<file path="src/shared/p3mux_pkg.sv">
// How it works
// - pin 4 selected: output, transmit data
// - pin 5 selected: input to receive, out low
// - pin 0 selected: input to slave enable, out low
// - pins 6,7 selected: direction bit kept, out low
// - asynchronous mode: pin 3, when selected, never driven
// - slave mode: external clock edges shift data
// - master mode: own clock driven on pin
package p3mux_pkg;

  // ----------------------------------------------------------------
  // register map, byte addresses
  // ----------------------------------------------------------------
  localparam int ADDR_W = 5;
  localparam logic [ADDR_W-1:0] OFS_FUNCTION_SELECT = 5'h00;
  localparam logic [ADDR_W-1:0] OFS_DIRECTION = 5'h04;
  localparam logic [ADDR_W-1:0] OFS_OUTPUT_VALUE = 5'h08;
  localparam logic [ADDR_W-1:0] OFS_INPUT_VALUE = 5'h0c;
  localparam logic [ADDR_W-1:0] OFS_SERIAL_MODE = 5'h10;

  // ----------------------------------------------------------------
  // pin positions
  // ----------------------------------------------------------------
  localparam int PIN_STE = 0;
  localparam int PIN_CLK = 3;
  localparam int PIN_TXD = 4;
  localparam int PIN_RXD = 5;
  localparam int PIN_SP6 = 6;
  localparam int PIN_SP7 = 7;

  // ----------------------------------------------------------------
  // reset values
  // ----------------------------------------------------------------
  localparam logic [7:0] RST_SELECT = 8'h00;
  localparam logic [7:0] RST_DIRECTION = 8'h00;
  localparam logic [7:0] RST_OUTPUT = 8'h00;
  localparam logic [2:0] RST_SYNC = 3'h0;

  // serial mode, gray along async -> slave -> master; 2'b10 acts async
  typedef enum logic [1:0] {
    P3MUX_ASYNC = 2'h0,
    P3MUX_SLAVE = 2'h1,
    P3MUX_MASTER = 2'h3
  } p3mux_mode_t;

  // pad side of the eight pins; oe_n low while the pin is driven
  typedef struct packed {
    logic [7:0] out;
    logic [7:0] oe_n;
  } p3mux_pins_t;

  // signals handed to the serial interface unit
  typedef struct packed {
    logic receive_data;
    logic slave_transmit_enable;
    logic shift_clock;
    logic shift_clock_rise;
    logic shift_clock_fall;
  } p3mux_serial_t;

endpackage

</file>
<file path="src/rtl/p3mux_top.sv">
`timescale 1ns/10ps
module p3mux_top (
  // clock and reset
  input wire logic i_clock,
  input wire logic i_rst,
  // avalon-mm slave
  input wire logic [p3mux_pkg::ADDR_W-1:0] i_address,
  input wire logic i_read,
  input wire logic i_write,
  input wire logic [31:0] i_writedata,
  input wire logic [3:0] i_byteenable,
  output logic [31:0] o_readdata,
  output logic o_waitrequest,
  // pads
  input wire logic [7:0] i_pin_in,
  output p3mux_pkg::p3mux_pins_t o_pins,
  // serial interface unit
  input wire logic i_serial_transmit_data,
  input wire logic i_serial_master_clock,
  output p3mux_pkg::p3mux_serial_t o_serial
);
  import p3mux_pkg::*;

  // ----------------------------------------------------------------
  // registers
  // ----------------------------------------------------------------
  logic [7:0] port3_function_select_q;
  logic [7:0] port3_direction_q;
  logic [7:0] port3_output_value_q;
  p3mux_mode_t mode_q;
  logic wait_q;
  logic [31:0] rdata_q;
  logic [7:0] sync1_q;
  logic [7:0] sync2_q;
  logic clk_prev_q;
  p3mux_pins_t pins_q;
  p3mux_pins_t pins_d;
  p3mux_serial_t serial_q;
  p3mux_serial_t serial_d;
  logic req;
  logic wr_go;
  logic rd_go;
  logic [31:0] rdata_d;

  assign req = i_read | i_write;
  assign rd_go = i_read & wait_q;
  assign wr_go = i_write & ~wait_q & i_byteenable[0];

  // ----------------------------------------------------------------
  // bus handshake: one wait cycle, then one cycle with waitrequest low
  // ----------------------------------------------------------------
  always_ff @(posedge i_clock)
  begin
    if (i_rst)
      wait_q <= 1'b1;
    else
      wait_q <= ~(req & wait_q);
  end

  always_comb
  begin
    rdata_d = 32'h0000_0000;
    unique case (i_address)
      OFS_FUNCTION_SELECT: rdata_d[7:0] = port3_function_select_q;
      OFS_DIRECTION: rdata_d[7:0] = port3_direction_q;
      OFS_OUTPUT_VALUE: rdata_d[7:0] = port3_output_value_q;
      OFS_INPUT_VALUE: rdata_d[7:0] = sync2_q;
      OFS_SERIAL_MODE: rdata_d[1:0] = mode_q;
      default: rdata_d = 32'h0000_0000;
    endcase
  end

  // data captured while waitrequest is still high, so it stands at the
  // edge where the master sees waitrequest low
  always_ff @(posedge i_clock)
  begin
    if (i_rst)
      rdata_q <= 32'h0000_0000;
    else if (rd_go)
      rdata_q <= rdata_d;
  end

  always_ff @(posedge i_clock)
  begin
    if (i_rst)
    begin
      port3_function_select_q <= RST_SELECT;
      port3_direction_q <= RST_DIRECTION;
      port3_output_value_q <= RST_OUTPUT;
      mode_q <= P3MUX_ASYNC;
    end
    else if (wr_go)
    begin
      unique case (i_address)
        OFS_FUNCTION_SELECT: port3_function_select_q <= i_writedata[7:0];
        OFS_DIRECTION: port3_direction_q <= i_writedata[7:0];
        OFS_OUTPUT_VALUE: port3_output_value_q <= i_writedata[7:0];
        // reserved code 2'b10 is stored as async, the safe direction
        OFS_SERIAL_MODE: mode_q <= (i_writedata[1:0] == 2'h2) ?
          P3MUX_ASYNC : p3mux_mode_t'(i_writedata[1:0]);
        default: ;
      endcase
    end
  end

  // ----------------------------------------------------------------
  // pad synchronisers and shift clock edge finder
  // ----------------------------------------------------------------
  always_ff @(posedge i_clock)
  begin
    if (i_rst)
    begin
      sync1_q <= 8'h00;
      sync2_q <= 8'h00;
      clk_prev_q <= 1'b0;
    end
    else
    begin
      sync1_q <= i_pin_in;
      sync2_q <= sync1_q;
      clk_prev_q <= sync2_q[PIN_CLK];
    end
  end

  // ----------------------------------------------------------------
  // pin multiplexing
  // ----------------------------------------------------------------
  always_comb
  begin
    // plain port by default; pins 1 and 2 never leave this
    pins_d.out = port3_output_value_q;
    pins_d.oe_n = ~port3_direction_q;
    if (port3_function_select_q[PIN_STE])
    begin
      pins_d.oe_n[PIN_STE] = 1'b1;
      pins_d.out[PIN_STE] = 1'b0;
    end
    if (port3_function_select_q[PIN_TXD])
    begin
      pins_d.oe_n[PIN_TXD] = 1'b0;
      pins_d.out[PIN_TXD] = i_serial_transmit_data;
    end
    if (port3_function_select_q[PIN_RXD])
    begin
      pins_d.oe_n[PIN_RXD] = 1'b1;
      pins_d.out[PIN_RXD] = 1'b0;
    end
    // spare pins keep their own direction bit
    if (port3_function_select_q[PIN_SP6])
      pins_d.out[PIN_SP6] = 1'b0;
    if (port3_function_select_q[PIN_SP7])
      pins_d.out[PIN_SP7] = 1'b0;
    if (port3_function_select_q[PIN_CLK])
    begin
      if (mode_q == P3MUX_MASTER)
      begin
        pins_d.oe_n[PIN_CLK] = 1'b0;
        pins_d.out[PIN_CLK] = i_serial_master_clock;
      end
      else
      begin
        // async and slave both listen only
        pins_d.oe_n[PIN_CLK] = 1'b1;
        pins_d.out[PIN_CLK] = 1'b0;
      end
    end
  end

  always_comb
  begin
    serial_d.receive_data = port3_function_select_q[PIN_RXD] ?
      sync2_q[PIN_RXD] : 1'b1;
    serial_d.slave_transmit_enable = port3_function_select_q[PIN_STE] &
      sync2_q[PIN_STE];
    serial_d.shift_clock = port3_function_select_q[PIN_CLK] &
      sync2_q[PIN_CLK];
    // edges only in slave mode; shift_clock still follows the pin read back in master mode
    serial_d.shift_clock_rise = port3_function_select_q[PIN_CLK] &
      (mode_q == P3MUX_SLAVE) & sync2_q[PIN_CLK] & ~clk_prev_q;
    serial_d.shift_clock_fall = port3_function_select_q[PIN_CLK] &
      (mode_q == P3MUX_SLAVE) & ~sync2_q[PIN_CLK] & clk_prev_q;
  end

  // ----------------------------------------------------------------
  // output flops; pads idle as inputs under reset
  // ----------------------------------------------------------------
  always_ff @(posedge i_clock)
  begin
    if (i_rst)
    begin
      pins_q.out <= 8'h00;
      pins_q.oe_n <= 8'hff;
      serial_q <= '0;
    end
    else
    begin
      pins_q <= pins_d;
      serial_q <= serial_d;
    end
  end

  assign o_pins = pins_q;
  assign o_serial = serial_q;
  assign o_readdata = rdata_q;
  assign o_waitrequest = wait_q;
endmodule

</file>
<file path="config.mk">
export PLATFORM = sky130hd
export DESIGN_NAME = p3mux_top
export DESIGN_NICKNAME = d
export VERILOG_FILES = /design/src/shared/p3mux_pkg.sv /design/src/rtl/p3mux_top.sv
export SDC_FILE = /design/constraint.sdc
export NUM_CORES = 1
export LEC_CHECK = 0
export BUFFER_PORTS_ARGS = -buffer_cell sky130_fd_sc_hd__buf_4
export CORE_MARGIN = 1
export CORE_UTILIZATION = 50
export CTS_BUF_LIST = sky130_fd_sc_hd__clkbuf_4
export CTS_CLUSTER_SIZE = 40
export DETAILED_ROUTE_END_ITERATION = 10
export PLACE_DENSITY_LB_ADDON = 0.08
export SETUP_SLACK_MARGIN = 0.2
export SYNTH_ARGS = -nofsm -noshare
export SYNTH_HDL_FRONTEND = slang
export SYNTH_SLANG_ARGS = --single-unit
</file>
<file path="constraint.sdc">
create_clock -name i_clock -period 1.8 [get_ports i_clock]
set_input_delay 0 -clock i_clock [delete_from_list [all_inputs] [get_ports i_clock]]
set_output_delay 0 -clock i_clock [all_outputs]
set_load 0.02 [all_outputs]
</file>
==> results.py, run 1 <==
metrics = {
    "status": {
        "status": "complete, no violations",
    },
    "grt": {
        "grt-busiest-layer": "met2",
        "met1_usage": 0.273,
        "use_met2": 0.369,
        "grt_first_pass_wirelength_mm": 10.1,
        "track_usage": 0.221,
        "grt_overflow_total": 0,
        "grt_max_degree": 38,
        "met3_usage": 0.0384,
        "antenna_found_initial": 0,
        "grt_pass1_vias": 2141,
    },
    "timing": {
        "finalSetupViolCount": 0,
        "clock.fmax_ghz": 0.759,
        "maxSlewViolCount": 0,
        "period_needed_ns": 1.32,
        "finalCritPeriodShare": 0.732,
        "worst_pin_slew_ns": 0.621,
        "relSlewSlack": 0.585,
        "tns_ns": 0,
        "clock_skew_ns": 0.0102,
        "holdWs_ns": 0.0685,
        "rsz0062_at_grt": "no",
        "final_hold_viol_count": 0,
    },
    "final_layout": {
        "n_fill_cell": 477,
        "instances_no_fill": 444,
        "nets": 422,
        "area_growth_syn_to_layout_pct": 26.8,
        "final_cell_mix": "73 x dfxtp_1, 59 x buf_4, 51 x nand2_1",
        "diodes": 0,
        "drive_above_1_share": 0.242,
        "final_common_cell": "dfxtp_1",
    },
    "yosys": {
        "synthCells": 282,
        "ys.flop_type": "dfxtp_1",
        "ys.warnings.count": 0,
        "synth_area_sq_um": 2930,
        "synth-edff-count": 0,
        "async_flop_share": 0,
        "ys_ff_latch": 73,
        "synth.distinct_cells": 41,
        "synth_seq_area_share": 0.498,
        "avgSynthCellArea_sq_um": 10.4,
    },
    "drt": {
        "num_vias": 2197,
        "routed_wl_mm": 6.13,
        "drt_iter0_markers": 91,
        "avgViaCountPerCell": 4.95,
        "post_drt_wl_per_cell_um": 13.8,
        "ant_nets": 0,
        "first_pass_iters": 6,
        "drcViolationCount": 0,
    },
    "clocking": {
        "clockBufferDepth": 2,
        "cts_num_sinks": 73,
        "clock_latency_ns": 0.41,
        "cts_tree": "yes",
        "htree_levels": 3,
        "clk_pin_slew_ns": 0.11,
        "post_cts_buffers": 0,
        "cts-root-buf": "clkbuf_4",
        "cts_buffers": 9,
    },
    "critical_path": {
        "criticalPathCategory": "reg2reg",
        "crit_path_max_fanout": 8,
        "cp-end-kind": "flop",
        "critPathLaunchType": "flop",
        "cp.required_ns": 2.14,
        "cp.arrival_ns": 1.66,
    },
    "floorplanning": {
        "num_rows": 27,
        "die_x_um": 78.6,
        "top_level_ports": 109,
        "dieArea_sq_um": 6180,
        "start_util": 0.526,
        "core_area_sq_um": 5570,
        "die_y_um": 78.6,
    },
    "power": {
        "ir_drop_mv": 0.777,
        "p_comb_frac": 0.094,
        "cellLeakagePower_uw": 0.00161,
        "p_seq_frac": 0.565,
        "power.switching_uw": 727,
        "internal_power_uw": 2180,
        "swShare": 0.250,
        "clockPowerShare": 0.341,
        "p_per_area_nw_per_um2": 782,
    },
    "flow_run": {
        "drv_cap": 0,
    },
    "worst_hold_path": {
        "hp-class": "in2reg",
    },
    "placement": {
        "gp_congestion": 0.776,
        "place_inst": 396,
        "io_buffer_count": 57,
        "hpwlAfterDp_mm": 3.70,
    },
}
[registers in the layout (all words and copies together) (netlist names), 5 cells and up]
register                 cells
sync1_q                      8
o_pins                      16
port3_function_select_q      8
o_serial                     5
sync2_q                      8
port3_output_value_q         8
o_readdata                   8
port3_direction_q            8
[power by group through the flow]
stage / Clock [uW] / Sequential, uW / Combinational (uW)
after floorplan: 0 / 1680 / 180
after global placement: 0 / 1680 / 212
after detailed placement: 0 / 1680 / 213
after CTS: 1020 / 1640 / 271
after global routing: 1090 / 1650 / 294
final: 992 / 1640 / 272
[worst paths after layout]
path                              from                   end  slack [ns]  cells past startpoint
setup / recovery         o_waitrequest  port3_direction_q[7]        0.48                      4
hold / removal                  i_read         o_readdata[0]        0.07                      4
setup reg to reg         o_waitrequest  port3_direction_q[7]        0.48                      4
hold reg to reg   port3_direction_q[0]             o_pins[0]        0.41                      1
[cell usage after synthesis (2+ instances only)]
cell	n	area (sq um)
a21oi_1	3	15.0
clkbuf_1	5	18.8
and2_1	5	31.3
nor2_1	5	18.8
buf_1	2	7.51
nor2b_1	17	106
a221oi_1	3	26.3
dfxtp_1	73	1460
buf_6	5	56.3
a221oi_2	2	30.0
a31oi_1	4	25.0
a21boi_0	2	15.0
nand3_1	3	15.0
a32oi_1	5	43.8
nand2_1	51	191
o22a_1	5	43.8
o21ai_0	3	15.0
mux2i_1	31	310
buf_4	26	195
mux4_2	3	67.6
inv_1	5	18.8
nor3b_1	3	22.5
a211oi_2	2	25.0
buf_2	2	10.0
[logic make-up (layout without fill, tap and decap cells)]
| kind of cell | after synthesis | count (layout) | synth area share |
|---|---|---|---|
| other | 1 | 24 | 0.00128 |
| DFF | 73 | 73 | 0.498 |
| muxes | 34 | 34 | 0.129 |
| AOI/OAI and AO/OA | 32 | 32 | 0.0917 |
| buffers and inverters | 46 | 113 | 0.106 |
| and+or+nand+nor | 96 | 96 | 0.174 |
[timing repair]
| action | CTS | global route |
|---|---|---|
| hold buffers | 32 | 0 |
| endpoints found under the hold margin | 43 | 0 |
| resized for setup | 0 | 0 |
| setup endpoints to repair | 0 | 0 |
[critical path, cell delays in order (launching register included)]
cell      delay, ns
dfxtp_1        0.44
and3b_2        0.29
nand4b_1       0.11
buf_4          0.21
mux2i_1        0.20
[stage by stage]
stage	util	setup slack, ns	power, uW	instance area [sq um]
floorplan	-	0.491	1860	3020
global placement	0.586	0.537	1890	3270
detailed placement	0.586	0.505	1890	3270
CTS	0.667	0.481	2930	3720
global route	0.667	0.355	3030	3720
finish	0.667	0.482	2910	3720
[cell type report]
type	instances	area, sq um	share of cell area
timing repair buffer	91	763	0.205
sequential	73	1460	0.393
clock inverter	6	58.8	0.0158
clock buffer	10	75.1	0.0202
inverter	6	22.5	0.00605
tap	72	90.1	0.0242
multi-input combinational	186	1250	0.336
[routing by layer]
| metal | routed length, um | vias to the layer above | share of wire |
|---|---|---|---|
| met3 | 315 | 7 | 0.051 |
| met1 | 2750 | 1040 | 0.45 |
| li1 | - | 1087 | - |
| met2 | 3010 | 63 | 0.49 |
| met4 | 56 | 0 | 0.0091 |
| met5 | 0 | - | 0 |
Note: power is estimated with default switching activity, not from simulation.
==> inputs of run 2 (changes only) <==
--- a/config.mk
+++ b/config.mk
@@ -5,9 +5,10 @@
 export SDC_FILE = /design/constraint.sdc
 export NUM_CORES = 1
 export LEC_CHECK = 0
+export ABC_AREA = 1
 export BUFFER_PORTS_ARGS = -buffer_cell sky130_fd_sc_hd__buf_4
 export CORE_MARGIN = 1
-export CORE_UTILIZATION = 50
+export CORE_UTILIZATION = 45
 export CTS_BUF_LIST = sky130_fd_sc_hd__clkbuf_4
 export CTS_CLUSTER_SIZE = 40
 export DETAILED_ROUTE_END_ITERATION = 10
==> constraint.sdc (replaced) <==
create_clock -name i_clock -period 1.1 [get_ports i_clock]
set_input_delay 0 -clock i_clock [delete_from_list [all_inputs] [get_ports i_clock]]
set_output_delay 0 -clock i_clock [all_outputs]
set_load 0.02 [all_outputs]
==> run 2 against run 1 <==
Against the previous run: the run now ends with setup timing left; clock skew rose by 0.0090 ns; first-iteration DRC count grew 74%; worst hold slack worse by 0.055 ns; cell area rose by 14%; via count is 21% higher; non-clock buffer count is 29 higher; total power rose by 70%; die area up 7.4%; synthesized cell count up 21%; critical path depth is 2 higher; setup slack lost 0.64 ns; largest power group unchanged.
==> results.py, run 2 <==
metrics = {
    "yosys": {
        "synth_commonest_cells": "73 x dfxtp_1, 44 x o21ai_0, 43 x nor2_1",
        "async_flop_share": 0,
        "synth_largest_area_cell": "dfxtp_1",
        "synth_seq_area_share": 0.514,
        "synth.distinct_cells": 28,
        "synth_area_sq_um": 2840,
        "synthTopCellsByArea": "dfxtp_1 51%, o21ai_0 7.7%, buf_4 6.3%",
        "ys_ff_latch": 73,
        "synth.top_cell.area_share": 0.514,
        "synth-edff-count": 0,
        "yosysMostFrequentCell": "dfxtp_1",
        "ys.flop_type": "dfxtp_1",
        "ys.warnings.count": 0,
        "avgSynthCellArea_sq_um": 8.36,
        "synthCells": 340,
    },
    "power": {
        "p_comb_frac": 0.117,
        "clockPowerShare": 0.337,
        "p_seq_frac": 0.546,
        "p_per_area_nw_per_um2": 1160,
        "internal_power_uw": 3640,
        "power.switching_uw": 1290,
        "ir_drop_mv": 1.07,
        "cellLeakagePower_uw": 0.00179,
        "swShare": 0.262,
        "total_power_uw": 4930,
    },
    "grt": {
        "grt_pass1_vias": 2326,
        "grt_overflow_total": 0,
        "grt_first_pass_wirelength_mm": 11.4,
        "track_usage": 0.240,
        "use_met2": 0.383,
        "antenna_found_initial": 0,
        "grt-busiest-layer": "met2",
        "met3_usage": 0.0433,
        "grt_max_degree": 26,
        "met1_usage": 0.312,
    },
    "timing": {
        "maxSlewViolCount": 0,
        "relSlewSlack": 0.563,
        "period_needed_ns": 1.26,
        "fin_ws_ns": -0.162,
        "final_hold_viol_count": 0,
        "worst_pin_slew_ns": 0.655,
        "clock_skew_ns": 0.0192,
        "clock.fmax_ghz": 0.792,
        "finalCritPeriodShare": 1.15,
        "rsz0062_at_grt": "yes",
        "finalSetupViolCount": 25,
    },
    "floorplanning": {
        "die_x_um": 81.5,
        "num_rows": 28,
        "die_y_um": 81.5,
        "start_util": 0.474,
        "top_level_ports": 109,
        "core_area_sq_um": 5990,
        "dieArea_sq_um": 6640,
    },
    "drt": {
        "first_pass_iters": 4,
        "ant_nets": 0,
        "num_vias": 2653,
        "drt_iter0_markers": 158,
        "drcViolationCount": 0,
        "avgViaCountPerCell": 4.94,
        "routed_wl_mm": 7.57,
        "post_drt_wl_per_cell_um": 14.1,
    },
    "clocking": {
        "clk_pin_slew_ns": 0.13,
        "clockBufferDepth": 2,
        "cts-root-buf": "clkbuf_4",
        "cts_num_sinks": 73,
        "cts_tree": "yes",
        "htree_levels": 3,
        "cts_buffers": 9,
        "clock_latency_ns": 0.43,
    },
    "critical_path": {
        "path_buf_inv": 2,
        "crit_start": "o_waitrequest",
        "criticalPathCategory": "reg2reg",
        "max_stage_delay_ns": 0.33,
        "crit_path_top_delay_cell": "dfxtp_2",
        "critPathLaunchType": "flop",
        "cpLargestDelayFamily": "buffers and inverters",
        "path_cells": "nand3b_1, buf_6, nor2_4, clkinvlp_4, o21ai_1, a21oi_1",
        "cp.required_ns": 1.44,
        "cp.arrival_ns": 1.60,
        "crit_path_max_fanout": 7,
        "rrSetupSlack_ns": -0.16,
        "rr_startpoint": "o_waitrequest",
        "cp-end-kind": "flop",
    },
    "final_layout": {
        "nets": 512,
        "final_cell_area_sq_um": 4260,
        "area_growth_syn_to_layout_pct": 49.8,
        "final_common_cell": "buf_4",
        "instances_no_fill": 537,
        "diodes": 0,
        "drive_above_1_share": 0.413,
        "final_cell_mix": "51 x buf_4, 38 x nor2_1, 37 x dfxtp_1",
        "largest_reg_flops": 16,
        "n_fill_cell": 474,
    },
    "placement": {
        "gp_congestion": 0.807,
        "place_inst": 478,
        "io_buffer_count": 57,
        "hpwlAfterDp_mm": 4.49,
        "placement.cell_area_sq_um": 3380,
    },
    "worst_hold_path": {
        "hp-class": "in2reg",
        "holdCritStartpoint": "i_rst",
    },
    "status": {
        "violations": "setup timing",
        "status": "finished, violations left",
    },
    "flow_run": {
        "drv_cap": 0,
    },
}
run 2: repair_timing:
| action | in CTS | in global routing |
|---|---|---|
| gates cloned | 0 | 1 |
| pin swaps | 18 | 14 |
| resized for setup | 82 | 69 |
| hold buffers | 30 | 1 |
| buffers inserted | 5 | 6 |
| hold endpoints to repair | 50 | 1 |
| setup endpoints to repair | 53 | 80 |
run 2: cell type report:
| class | count | area [sq um] | share of cell area |
|---|---|---|---|
| multi-input cells | 210 | 1190 | 0.280 |
| well taps | 75 | 93.8 | 0.0220 |
| inverters | 42 | 175 | 0.0411 |
| clock inverters | 6 | 58.8 | 0.0138 |
| flip-flops and latches | 73 | 1510 | 0.354 |
| repair inverters | 1 | 7.51 | 0.00176 |
| repair buffers | 120 | 1150 | 0.269 |
| clock buffers | 10 | 75.1 | 0.0176 |
run 2: stage by stage:
stage	hold slack [ns]	TNS [ns]	worst slack, ns	util
2_1_floorplan	0.107	-1.35	-0.137	-
3_3_place_gp	0.199	-1.53	-0.100	0.564
3_5_place_dp	0.207	-2.12	-0.127	0.564
4_1_cts	0.00246	-2.31	-0.133	0.671
5_1_grt	0.00403	-3.01	-0.213	0.711
6_report	0.0134	-1.47	-0.162	0.711
run 2: power by group through the flow:
| stage | Sequential [uW] | Combinational, uW | Clock (uW) |
|---|---|---|---|
| final | 2690 | 576 | 1660 |
| after global routing | 2700 | 618 | 1810 |
| after CTS | 2690 | 543 | 1680 |
| after detailed placement | 2750 | 422 | 0 |
| after global placement | 2750 | 419 | 0 |
| after floorplan | 2760 | 286 | 0 |
run 2: worst register-to-register path, stage by stage (launching register included):
cell and delay [ns]:
dfxtp_2 0.33, nand3b_1 0.16, buf_6 0.15, nor2_4 0.16, clkinvlp_4 0.19, o21ai_1 0.15, a21oi_1 0.05
run 2: kinds of logic (layout without fill, tap and decap cells):
logic type,Yosys count,count (layout),share of synthesized area
buffers and inverters,80,179,0.148
other,1,24,0.00132
flip-flops,73,73,0.514
AND/OR/NAND/NOR,107,107,0.194
AO/OA/AOI/OAI,79,79,0.143
run 2: per-layer routing:
metal	wire [um]	share of wire	up-vias
met5	0	0	-
met4	155	0.020	0
met3	510	0.067	16
met2	3690	0.49	119
met1	3210	0.42	1212
li1	-	-	1306
run 2: final timing paths:
check	to	depth (start not counted)
max	port3_function_select_q[7]	6
min	port3_function_select_q[6]	5
max reg2reg	port3_function_select_q[7]	6
min reg2reg	o_pins[2]	1
